File: src/verilog/dwsd_pkg.sv
package dwsd_pkg;

  // ----------------------------------------------------------------------
  // Frame layout
  // ----------------------------------------------------------------------
  localparam int FRAME_BITS = 24;
  localparam int CMD_MSB    = 23;
  localparam int CMD_LSB    = 20;
  localparam int ADDR_MSB   = 19;
  localparam int ADDR_LSB   = 16;
  localparam int DATA_MSB   = 15;
  localparam int WIPER_BITS = 10;
  localparam int USER_WORDS = 13;
  localparam int USER_BASE  = 2;
  localparam int CNT_BITS   = 5;

  // ----------------------------------------------------------------------
  // Command codes
  // ----------------------------------------------------------------------
  localparam logic [3:0] CMD_NOP     = 4'h0;
  localparam logic [3:0] CMD_RESTORE = 4'h1;
  localparam logic [3:0] CMD_SAVE    = 4'h2;
  localparam logic [3:0] CMD_USTORE  = 4'h3;
  localparam logic [3:0] CMD_NVREAD  = 4'h9;
  localparam logic [3:0] CMD_WREAD   = 4'hA;
  localparam logic [3:0] CMD_WRITE   = 4'hB;
  localparam logic [3:0] CMD_SHL     = 4'hC;
  localparam logic [3:0] CMD_INC     = 4'hE;

  // ----------------------------------------------------------------------
  // Full-scale code and reset values
  // ----------------------------------------------------------------------
  localparam logic [9:0]  WIPER_FULL  = 10'h3FF;
  localparam logic [9:0]  NV_RESET    = 10'h200;
  localparam logic [15:0] USER_RESET  = 16'h0000;
  localparam logic [23:0] FRAME_RESET = 24'h000000;

endpackage

File: src/verilog/dwsd_sync.sv
`timescale 1ns/1ps
`default_nettype none

// Two-flop synchroniser for one asynchronous level.
module dwsd_sync (
  input  wire logic clk,
  input  wire logic reset_n,
  input  wire logic async_in,
  output var  logic sync_out
);

  logic meta_q;

  // ----------------------------------------------------------------------
  // Synchroniser chain
  // ----------------------------------------------------------------------
  // The first flop feeds only the second one.
  always_ff @(posedge clk or negedge reset_n) begin
    if (!reset_n) begin
      meta_q   <= 1'b1;
      sync_out <= 1'b1;
    end else begin
      meta_q   <= async_in;
      sync_out <= meta_q;
    end
  end

endmodule

`default_nettype wire

File: src/verilog/dwsd_decoder.sv
// How it works
// - Command B loads wiper from data bits.
// - A 24-clock frame shifts out a full 24-bit word.
// - Command E ch0 adds one to wiper.
// - Command 2 saves wiper to nonvolatile word.
// - Write-protect low blocks nonvolatile changes.
// - Command 1 ch0 restores wiper from store.
// - Power-on and preset pin restore both wipers.
// - Command C doubles addressed wiper.
// - Doubling saturates at full scale 0x3FF.
// - Command 3 stores data into user word.
// - Thirteen sixteen-bit user words are addressable.
// - Command 9 prepares user word readback.
// - Read output: command byte, then data.
// - No-op after read clocks data out.
// - Command A ch0 prepares wiper readback.
// - Each wiper holds a ten-bit tap code.
// - User words stored and read by commands.
// - Restore leaves read power until no-op.
`timescale 1ns/1ps
`default_nettype none

module dwsd_decoder
  import dwsd_pkg::*;
(
  input  wire logic        clk,
  input  wire logic        reset_n,
  input  wire logic        sclk,
  input  wire logic        cs_n,
  input  wire logic        sdi,
  output var  logic        sdo,
  input  wire logic        preset_restore_pin_n,
  input  wire logic        write_protect_n,
  output var  logic [9:0]  wiper_setting_ch0,
  output var  logic [9:0]  wiper_setting_ch1,
  output var  logic        read_power_mode
);

  // ----------------------------------------------------------------------
  // Input synchronisers
  // ----------------------------------------------------------------------
  logic [4:0] pin_async;
  logic [4:0] pin_sync;

  assign pin_async = {write_protect_n, preset_restore_pin_n, sdi, cs_n, sclk};

  // One synchroniser per outside pin.
  genvar gi;
  generate
    for (gi = 0; gi < 5; gi++) begin : g_sync
      dwsd_sync u_sync (
        .clk      (clk),
        .reset_n  (reset_n),
        .async_in (pin_async[gi]),
        .sync_out (pin_sync[gi])
      );
    end
  endgenerate

  logic sclk_s;
  logic cs_n_s;
  logic sdi_s;
  logic pr_n_s;
  logic wp_n_s;

  assign sclk_s = pin_sync[0];
  assign cs_n_s = pin_sync[1];
  assign sdi_s  = pin_sync[2];
  assign pr_n_s = pin_sync[3];
  assign wp_n_s = pin_sync[4];

  // ----------------------------------------------------------------------
  // Edge detection
  // ----------------------------------------------------------------------
  logic sclk_q;
  logic cs_n_q;
  logic pr_n_q;
  logic sclk_rise;
  logic sclk_fall;
  logic frame_end;
  logic pr_rise;

  // Delayed copies of the synchronised clock, select and preset pins for edge finding.
  always_ff @(posedge clk or negedge reset_n) begin
    if (!reset_n) begin
      sclk_q <= 1'b0;
      cs_n_q <= 1'b1;
      pr_n_q <= 1'b1;
    end else begin
      sclk_q <= sclk_s;
      cs_n_q <= cs_n_s;
      pr_n_q <= pr_n_s;
    end
  end

  assign sclk_rise = sclk_s & ~sclk_q & ~cs_n_s;
  assign sclk_fall = ~sclk_s & sclk_q & ~cs_n_s;
  assign frame_end = cs_n_s & ~cs_n_q;
  assign pr_rise   = pr_n_s & ~pr_n_q;

  // ----------------------------------------------------------------------
  // Receive shifter
  // ----------------------------------------------------------------------
  logic [23:0]         rx_q;
  logic [CNT_BITS-1:0] bit_cnt_q;
  logic                frame_ok;

  // Bits enter at the bottom, so the first bit lands in the command nibble.
  always_ff @(posedge clk or negedge reset_n) begin
    if (!reset_n) begin
      rx_q      <= FRAME_RESET;
      bit_cnt_q <= '0;
    end else if (frame_end) begin
      bit_cnt_q <= '0;
    end else if (sclk_rise) begin
      rx_q      <= {rx_q[22:0], sdi_s};
      // The count parks at all ones, so an overlong frame never looks complete.
      if (bit_cnt_q != {CNT_BITS{1'b1}}) begin
        bit_cnt_q <= bit_cnt_q + CNT_BITS'(1);
      end
    end
  end

  // Only a frame of exactly 24 clocks is executed.
  assign frame_ok = frame_end && (bit_cnt_q == CNT_BITS'(FRAME_BITS));

  logic [3:0]  cmd;
  logic [3:0]  addr;
  logic [15:0] data;

  assign cmd  = rx_q[CMD_MSB:CMD_LSB];
  assign addr = rx_q[ADDR_MSB:ADDR_LSB];
  assign data = rx_q[DATA_MSB:0];

  // ----------------------------------------------------------------------
  // Nonvolatile store
  // ----------------------------------------------------------------------
  logic [9:0]  saved_wiper_ch0;
  logic [9:0]  saved_wiper_ch1;
  logic [15:0] user_q [USER_WORDS];
  logic        nv_wr_ok;

  assign nv_wr_ok = frame_ok && wp_n_s;

  // Saved wiper words, written by the save command.
  always_ff @(posedge clk or negedge reset_n) begin
    if (!reset_n) begin
      saved_wiper_ch0 <= NV_RESET;
      saved_wiper_ch1 <= NV_RESET;
    end else if (nv_wr_ok && cmd == CMD_SAVE) begin
      if (addr == 4'h0) begin
        saved_wiper_ch0 <= wiper_setting_ch0;
      end else if (addr == 4'h1) begin
        saved_wiper_ch1 <= wiper_setting_ch1;
      end
    end
  end

  // User words, one per address from 2 upward.
  genvar ui;
  generate
    for (ui = 0; ui < USER_WORDS; ui++) begin : g_user
      always_ff @(posedge clk or negedge reset_n) begin
        if (!reset_n) begin
          user_q[ui] <= USER_RESET;
        end else if (nv_wr_ok && cmd == CMD_USTORE &&
                     addr == 4'(ui + USER_BASE)) begin
          user_q[ui] <= data;
        end
      end
    end
  endgenerate

  // ----------------------------------------------------------------------
  // Wiper registers
  // ----------------------------------------------------------------------
  logic       boot_q;
  logic [9:0] wiper_sel;
  logic [9:0] wiper_shl;

  assign wiper_sel = (addr == 4'h1) ? wiper_setting_ch1 : wiper_setting_ch0;
  assign wiper_shl = wiper_sel[9] ? WIPER_FULL : {wiper_sel[8:0], 1'b0};

  // Flags the first cycle after reset release for the power-on restore.
  always_ff @(posedge clk or negedge reset_n) begin
    if (!reset_n) begin
      boot_q <= 1'b1;
    end else begin
      boot_q <= 1'b0;
    end
  end

  // Both channels follow the same command set, differing by address.
  always_ff @(posedge clk or negedge reset_n) begin
    if (!reset_n) begin
      wiper_setting_ch0 <= '0;
      wiper_setting_ch1 <= '0;
    end else if (boot_q || pr_rise) begin
      wiper_setting_ch0 <= saved_wiper_ch0;
      wiper_setting_ch1 <= saved_wiper_ch1;
    end else if (frame_ok && addr == 4'h0) begin
      unique case (cmd)
        CMD_WRITE:   wiper_setting_ch0 <= data[WIPER_BITS-1:0];
        CMD_INC:     wiper_setting_ch0 <= wiper_setting_ch0 + 10'h001;
        CMD_SHL:     wiper_setting_ch0 <= wiper_shl;
        CMD_RESTORE: wiper_setting_ch0 <= saved_wiper_ch0;
        default:     wiper_setting_ch0 <= wiper_setting_ch0;
      endcase
    end else if (frame_ok && addr == 4'h1) begin
      unique case (cmd)
        CMD_WRITE:   wiper_setting_ch1 <= data[WIPER_BITS-1:0];
        CMD_INC:     wiper_setting_ch1 <= wiper_setting_ch1 + 10'h001;
        CMD_SHL:     wiper_setting_ch1 <= wiper_shl;
        CMD_RESTORE: wiper_setting_ch1 <= saved_wiper_ch1;
        default:     wiper_setting_ch1 <= wiper_setting_ch1;
      endcase
    end
  end

  // ----------------------------------------------------------------------
  // Read power state
  // ----------------------------------------------------------------------
  // Restore and read commands raise it, a no-op frame drops it.
  always_ff @(posedge clk or negedge reset_n) begin
    if (!reset_n) begin
      read_power_mode <= 1'b0;
    end else if (frame_ok) begin
      if (cmd == CMD_RESTORE || cmd == CMD_NVREAD || cmd == CMD_WREAD) begin
        read_power_mode <= 1'b1;
      end else if (cmd == CMD_NOP) begin
        read_power_mode <= 1'b0;
      end
    end
  end

  // ----------------------------------------------------------------------
  // Transmit word
  // ----------------------------------------------------------------------
  logic [23:0] reply_d;
  logic [23:0] tx_q;
  logic [3:0]  uidx;

  assign uidx = addr - 4'(USER_BASE);

  // Next frame's word: echo, or command byte plus fetched contents.
  always_comb begin
    reply_d = rx_q;
    if (cmd == CMD_NVREAD && addr >= 4'(USER_BASE) &&
        uidx < 4'(USER_WORDS)) begin
      reply_d = {rx_q[23:16], user_q[uidx]};
    end else if (cmd == CMD_NVREAD && addr == 4'h0) begin
      reply_d = {rx_q[23:16], 6'h00, saved_wiper_ch0};
    end else if (cmd == CMD_NVREAD && addr == 4'h1) begin
      reply_d = {rx_q[23:16], 6'h00, saved_wiper_ch1};
    end else if (cmd == CMD_WREAD) begin
      reply_d = {rx_q[23:16], 6'h00, wiper_sel};
    end
  end

  // Loaded at frame end, shifted out MSB first on falling edges.
  always_ff @(posedge clk or negedge reset_n) begin
    if (!reset_n) begin
      tx_q <= FRAME_RESET;
    end else if (frame_end) begin
      tx_q <= frame_ok ? reply_d : rx_q;
    end else if (sclk_fall) begin
      tx_q <= {tx_q[22:0], 1'b0};
    end
  end

  // Output bit register.
  always_ff @(posedge clk or negedge reset_n) begin
    if (!reset_n) begin
      sdo <= 1'b0;
    end else begin
      sdo <= tx_q[23];
    end
  end

endmodule

`default_nettype wire

File: config.mk
export PLATFORM = sky130hd
export DESIGN_NAME = dwsd_decoder
export DESIGN_NICKNAME = d
export VERILOG_FILES = /design/src/verilog/dwsd_pkg.sv /design/src/verilog/dwsd_sync.sv /design/src/verilog/dwsd_decoder.sv
export SDC_FILE = /design/constraint.sdc
export NUM_CORES = 1
export LEC_CHECK = 0
export ABC_AREA = 1
export BUFFER_PORTS_ARGS = -buffer_cell sky130_fd_sc_hd__buf_2
export CAP_MARGIN = 0
export CORE_MARGIN = 3
export CORE_UTILIZATION = 52
export CTS_CLUSTER_SIZE = 20
export DETAILED_ROUTE_END_ITERATION = 6
export GPL_TIMING_DRIVEN = 0
export PLACE_DENSITY = 0.7
export SLEW_MARGIN = 20
export SYNTH_ARGS = -nofsm -noshare
export SYNTH_HDL_FRONTEND = slang
export SYNTH_HIERARCHICAL = 1
export SYNTH_SLANG_ARGS = --single-unit
File: constraint.sdc
create_clock -name clk -period 3.6 [get_ports clk]
set_input_delay 0.54 -clock clk [delete_from_list [all_inputs] [get_ports clk]]
set_output_delay 0.54 -clock clk [all_outputs]
set_load 0.02 [all_outputs]
# Word level (Yosys, flattened, before mapping)
# Index checks and enable logic that the tools add are counted.
# totals
regBits,317
output_inout_bits,22
# classes
addsub,4
order_cmp,3
eq_ne,25
n_mux,24
bitwise,14
n_reduce_logical,42
# op_table
op,n
two-way mux 16 bit,7
case mux 10 bit (4 select lines),2
two-way mux 10 bit,7
binary-select mux 16 bit (select 4 bit),1
equality test 4 bit (second input constant),12
two-way mux 24 bit,2
logical AND 1 bit,23
adder 10 x 1 -> 10 bit (second input constant),2
equality test 4 x 2 -> 1 bit (second input constant),4
equality test 4 x 3 -> 1 bit (second input constant),4
two-way mux 5 bit,3
nonzero test 2 bit,6
AND reduction 2 bit,5
equality test 4 x 1 -> 1 bit (second input constant),2
logical NOT 4 bit,2
inverter 1 bit,7
bitwise AND 1 bit,6
AND reduction 3 bit,2
adder 5 x 1 -> 5 bit (second input constant),1
equality test 5 bit (second input constant),1
greater-or-equal comparator 5 bit (second input constant),1
!= test 5 bit (second input constant),1
inverter 4 -> 5 bit,1
nonzero test 5 bit,1
6 further kinds,9

# Longest topological paths before layout
# depth
depth_word,8
depth_mapped,14
mapped_depth_nobuf,12

# By module
# The synthesis kept the hierarchy.
# by_module_without_submodules
module,instances,cells_per_inst,area_each_um2
dwsd_decoder,1,2024,15431.0
dwsd_sync,5,2,52.6

# Worst setup path after synthesis
# OpenSTA, ideal clock, no wires.
# synth_timing
kind,register to register
startpoint,register rx_q[17]
endpoint,register tx_q[0]
setup_time_ns,0.118
t_arrival_ns,2.133
t_required_ns,3.482
path_slack_ns,1.349
stages_incl_launch_ff,14
path_buffers,3
period_less_slack_ns,2.251
path_cell_list,dfrtp_1 > buf_2 > inv_2 > clkbuf_1 > ha_1 > clkinv_1 > nand2_1 > o21ai_2 > inv_2 > buf_2 > a21oi_1 > o21ai_1 > nand3_1 > nand2_1
# synth_between
elab_chain_cells,8
elab_cells_between_ends,20
cone_classes,add/sub (1); order compare (2); eq/ne (1); mux (10); bitwise (1); reduce/logical (5)
# synth_lines
item,line_no,text
start: declaration,dwsd_decoder.sv:104,logic [23:0] rx_q;
start signal: assignment,dwsd_decoder.sv:116,"rx_q <= {rx_q[22:0], sdi_s};"
subtractor 4 x 2 -> 4 bit / equality test 4 x 1 -> 1 bit (equally long branches),"dwsd_decoder.sv:243, dwsd_decoder.sv:181, dwsd_decoder.sv:253",
inverter 4 -> 5 bit (not written as such) / two-way mux 10 bit (equally long branches),"dwsd_decoder.sv:250, dwsd_decoder.sv:181",
binary-select mux 16 bit (select 4 bit) / two-way mux 16 bit (equally long branches),"dwsd_decoder.sv:250, dwsd_decoder.sv:255",
two-way mux 16 bit (on tied branches),"dwsd_decoder.sv:250, dwsd_decoder.sv:253",
two-way mux 16 bit (on tied branches),"dwsd_decoder.sv:250, dwsd_decoder.sv:251",
two-way mux 16 bit *,dwsd_decoder.sv:248,if (cmd == CMD_NVREAD && addr >= 4'(USER_BASE) &&
two-way mux 16 bit *,dwsd_decoder.sv:265,tx_q <= frame_ok ? reply_d : rx_q;
two-way mux 24 bit *,dwsd_decoder.sv:264,end else if (frame_end) begin
end signal: assignment,dwsd_decoder.sv:265,
end signal: assignment,dwsd_decoder.sv:267,"tx_q <= {tx_q[22:0], 1'b0};"
end: declaration,dwsd_decoder.sv:240,logic [23:0] tx_q;
# Every way passes the cells marked *; elsewhere a longest branch is shown, timed or not. The select of a mux whose other input is x is not followed.
# A chain may end at the register's enable or synchronous reset.

# Worst setup path in the final report
# layout_timing
startpoint,register rx_q[17]
endpoint,register tx_q[11]
# layout_between
elab_chain_cells,8
elab_cells_between_ends,18
cone_classes,add/sub (1); order compare (2); eq/ne (1); mux (8); bitwise (1); reduce/logical (5)
# layout_lines
item,line_no,text
subtractor 4 x 2 -> 4 bit,dwsd_decoder.sv:243,assign uidx = addr - 4'(USER_BASE);
inverter 4 -> 5 bit (not written as such),dwsd_decoder.sv:250,"reply_d = {rx_q[23:16], user_q[uidx]};"
binary-select mux 16 bit (select 4 bit),dwsd_decoder.sv:250,
two-way mux 16 bit (not written as such) (2 in a row),dwsd_decoder.sv:250,
two-way mux 16 bit *,dwsd_decoder.sv:248,
two-way mux 16 bit *,dwsd_decoder.sv:265,
two-way mux 24 bit *,dwsd_decoder.sv:264,
# Marks and branches as above.

==> reports/results.tsv <==
stage	metric	value	unit
global_routing	GRT overflow	0	
power	cell internal pwr	0.00605	W
logic_synthesis	Synth top cells by count	709 x nand2_1, 302 x dfrtp_1, 218 x o21ai_1	
clock_network	Inserted Clock Buffers	37	
die	Die H	180	um
setup_path	Crit path required time	4.01	ns
status	status	finished clean	
power	pwr/cell area	466	nW/um^2
placement	Post-DP HPWL	39.6	mm
global_routing	largest net degree at the start of global routing	80	
sta	Slew HR	0.255	
die	Die Area	32300	sq um
sta	Tmin final	3.15	ns
finish	design area	17600	sq um
placement	Placed Cells	2450	
sta	setup TNS	0	ns
route	M1 wire length	23.2	mm
setup_path	worst reg-to-reg path cell count	13	
job	maxcap violations	0	
sta	final setup fails	0	
clock_network	H-tree depth	2	
setup_path	crit start category	register	
sta	fraction of the cycle the final worst path needs	0.874	
setup_path	worst-path maximum fanout	13	
setup_path	CP Capture Type	register	
logic_synthesis	Syn Nets	2047	
route	max layer used	met4	
sta	RSZ-0062 raised after global routing	no	
finish	share of layout cells above drive strength 1	0.0854	
logic_synthesis	Post-synth EDFFs	0	
global_routing	vias in the first global route	14200	
sta	Hold Slack	0.112	ns
logic_synthesis	share of the synthesized area in the top cell type	0.482	
global_routing	All-Layer GR Usage	0.340	
logic_synthesis	Cell variety after synth	42	
logic_synthesis	Yosys reg bits	317	
power	Design Power	0.00822	W
logic_synthesis	Mapped Cells	2034	
placement	Port Buffers	28	
logic_synthesis	synth warn	6	
global_routing	antenna violations before repair	0	
placement	placed inst area	16400	sq um
logic_synthesis	register area share after synthesis	0.507	
logic_synthesis	largest area contributor in the netlist	dfrtp_1	
die	row count	62	
die	Starting Density	0.537	
clock_network	# resized after CTS	0	
worst_hold_path	HP Class	input pin to register	
power	Clk pwr share	0.449	
clock_network	Reg clk slew, reported paths	0.06	ns
route	detailed-route vias per instance	5.89	
logic_synthesis	async set-reset flop share out of synthesis	1.00	
clock_network	Root Buffer Master	clkbuf_16	
route	# DRC	0	
die	core region area	29200	sq um
worst_hold_path	Worst Hold Path Cells	1	
power	Worst VDD drop	0.000358	V
placement	Final GP Congestion	1.00	
setup_path	crit path kind	register to register	
power	Logic pwr share	0.089	
route	drt initial violations	1790	
power	Sw Ratio	0.264	
clock_network	# clock sinks	317	
finish	# diodes	0	
die	width of the die	180	um
die	io pins	29	
sta	FMAX	318	MHz
finish	fin cells	2514	
finish	area grow syn2layout	12.3	%
logic_synthesis	cell with the most instances after synthesis	nand2_1	
clock_network	CTS tree	yes	
logic_synthesis	Area contributors post-synth	dfrtp_1 48%, nand2_1 17%, o21ai_1 7.0%, nor2_1 3.4%, nand3_1 3.1%	
route	vias	14800	
finish	Final nets	2118	
clock_network	clk_lat worst skew	0.53	ns
route	met2 WL	24.1	mm
power	Static Leak	7.81	nW
logic_synthesis	dominant synthesized flop cell	dfrtp_1	
power	switching pwr	0.00217	W
logic_synthesis	Post-Syn Area	15700	sq um
sta	final hold vios	0	
sta	Slew Limit Fails	0	
clock_network	CTS Buffer Depth	3	
route	total wire length	55.3	mm
route	drt pass-1 iters	6	
global_routing	first-pass GRT wire length	85.4	mm
route	WL met3	5.90	mm
sta	clock skew	0.0213	ns
finish	FILL cells	2736	
route	DR WL/cell	22.0	um
sta	Tightest Pin Transition	1.12	ns
logic_synthesis	Syn Area/Cell	7.72	sq um
power	power share of the sequential group	0.462	
route	antenna viol nets, final	0	
setup_path	CP Data Arrival Time	3.56	ns
==> metrics by stage <==
step | util | setup WS (ns)
floorplan | - | 1.35
global placement | 0.558 | -3.97
detailed placement | 0.562 | 0.262
CTS | 0.603 | 0.240
global route | 0.603 | 0.352
finish | 0.603 | 0.454
==> layout make-up <==
cell class,count,area (sq um),area share
clock inverter,5,66.3,0.00376
multi-input combinational,1460,6650,0.377
sequential,317,7950,0.451
buffer,127,604,0.0343
inverter,129,485,0.0275
timing repair buffer,33,270,0.0153
tap,384,480,0.0273
clock buffer,59,1120,0.0635
==> cell families (layout without fill, tap and decap cells) <==
kind of cell,after synthesis,after routing,share of synthesized area
compound gates,428,428,0.144
xor+xnor,4,4,0.00223
fa+ha+maj,6,6,0.00478
buf+inv,257,353,0.0697
flops,317,317,0.507
mux,1,1,0.000638
other cells,1,1,0.000239
simple gates,1020,1020,0.272
==> worst max-delay path: stages, from the launching register on <==
cell	delay [ns]
dfrtp_1	0.32
buf_2	0.28
inv_2	0.22
ha_1	0.44
clkinv_1	0.29
clkbuf_1	0.40
o21ai_0	0.28
nand4_1	0.20
nand2_1	0.20
nand2_1	0.14
nand2_1	0.08
nand2_1	0.06
nand2_1	0.06
nand2_1	0.05
==> power groups by stage <==
stage,logic [W],clock network (W),registers (W)
floorplan,0.000345,0,0.00384
global placement,0.000683,0,0.00385
detailed placement,0.000710,0,0.00385
CTS,0.000715,0.00371,0.00379
global route,0.000795,0.00386,0.00381
finish,0.000729,0.00369,0.00380
==> placed cells by master, fill, tap and decap left out, types with 4 or more instances in the layout <==
cell and instances:
nand2_1 709, dfrtp_1 302, o21ai_1 218, nor2_1 142
inv_1 115, nand3_1 98, o21ai_0 87, clkbuf_1 81
buf_2 66, a21oi_1 62, clkbuf_16 38, nand4_1 30
nor3_1 20, a31oi_1 16, o22ai_1 16, dfstp_2 15
nand3_4 10, inv_2 10, o211ai_1 9, buf_6 9
clkbuf_8 9, buf_1 7, o31ai_1 7, ha_1 6
a211oi_1 4, o21a_1 4, nor2_4 4, buf_16 4
==> per-layer routing <==
metal	up-vias	GRT usage
met4	0	0.118
met5	-	0
met3	135	0.0861
met2	756	0.507
li1	6764	-
met1	7152	0.487
==> sequential cells by signal (all words and copies together) (netlist names) <==
| signal | cells |
|---|---|
| bit_cnt_q | 5 |
| boot_q | 1 |
| cs_n_q | 1 |
| g_sync.u_sync/meta_q | 5 |
| g_sync.u_sync/sync_out | 5 |
| pr_n_q | 1 |
| read_power_mode | 1 |
| rx_q | 24 |
| saved_wiper_ch0 | 10 |
| saved_wiper_ch1 | 10 |
| sclk_q | 1 |
| sdo | 1 |
| tx_q | 24 |
| user_q | 208 |
| wiper_setting_ch0 | 10 |
| wiper_setting_ch1 | 10 |
==> path summary, 6_finish.rpt <==
| kind | start | end | slack (ns) |
|---|---|---|---|
| worst max-delay path | rx_q[17] | tx_q[11] | 0.45 |
| min in group asynchronous | reset_n | user_q[147] | 0.51 |
| worst min-delay path | sdi | g_sync[2].u_sync/meta_q | 0.11 |
| worst max register to register | rx_q[17] | tx_q[11] | 0.45 |
| worst min register to register | g_sync[1].u_sync/meta_q | g_sync[1].u_sync/sync_out | 0.35 |
| max in group asynchronous | reset_n | user_q[41] | 1.73 |
==> what timing repair did <==
item / in CTS / in global routing
hold endpoints to repair: 36 / 0
hold buffers: 1 / 0
setup buffers: 0 / 0
setup endpoints to repair: 0 / 1
Power figures use the tool's default switching activity.
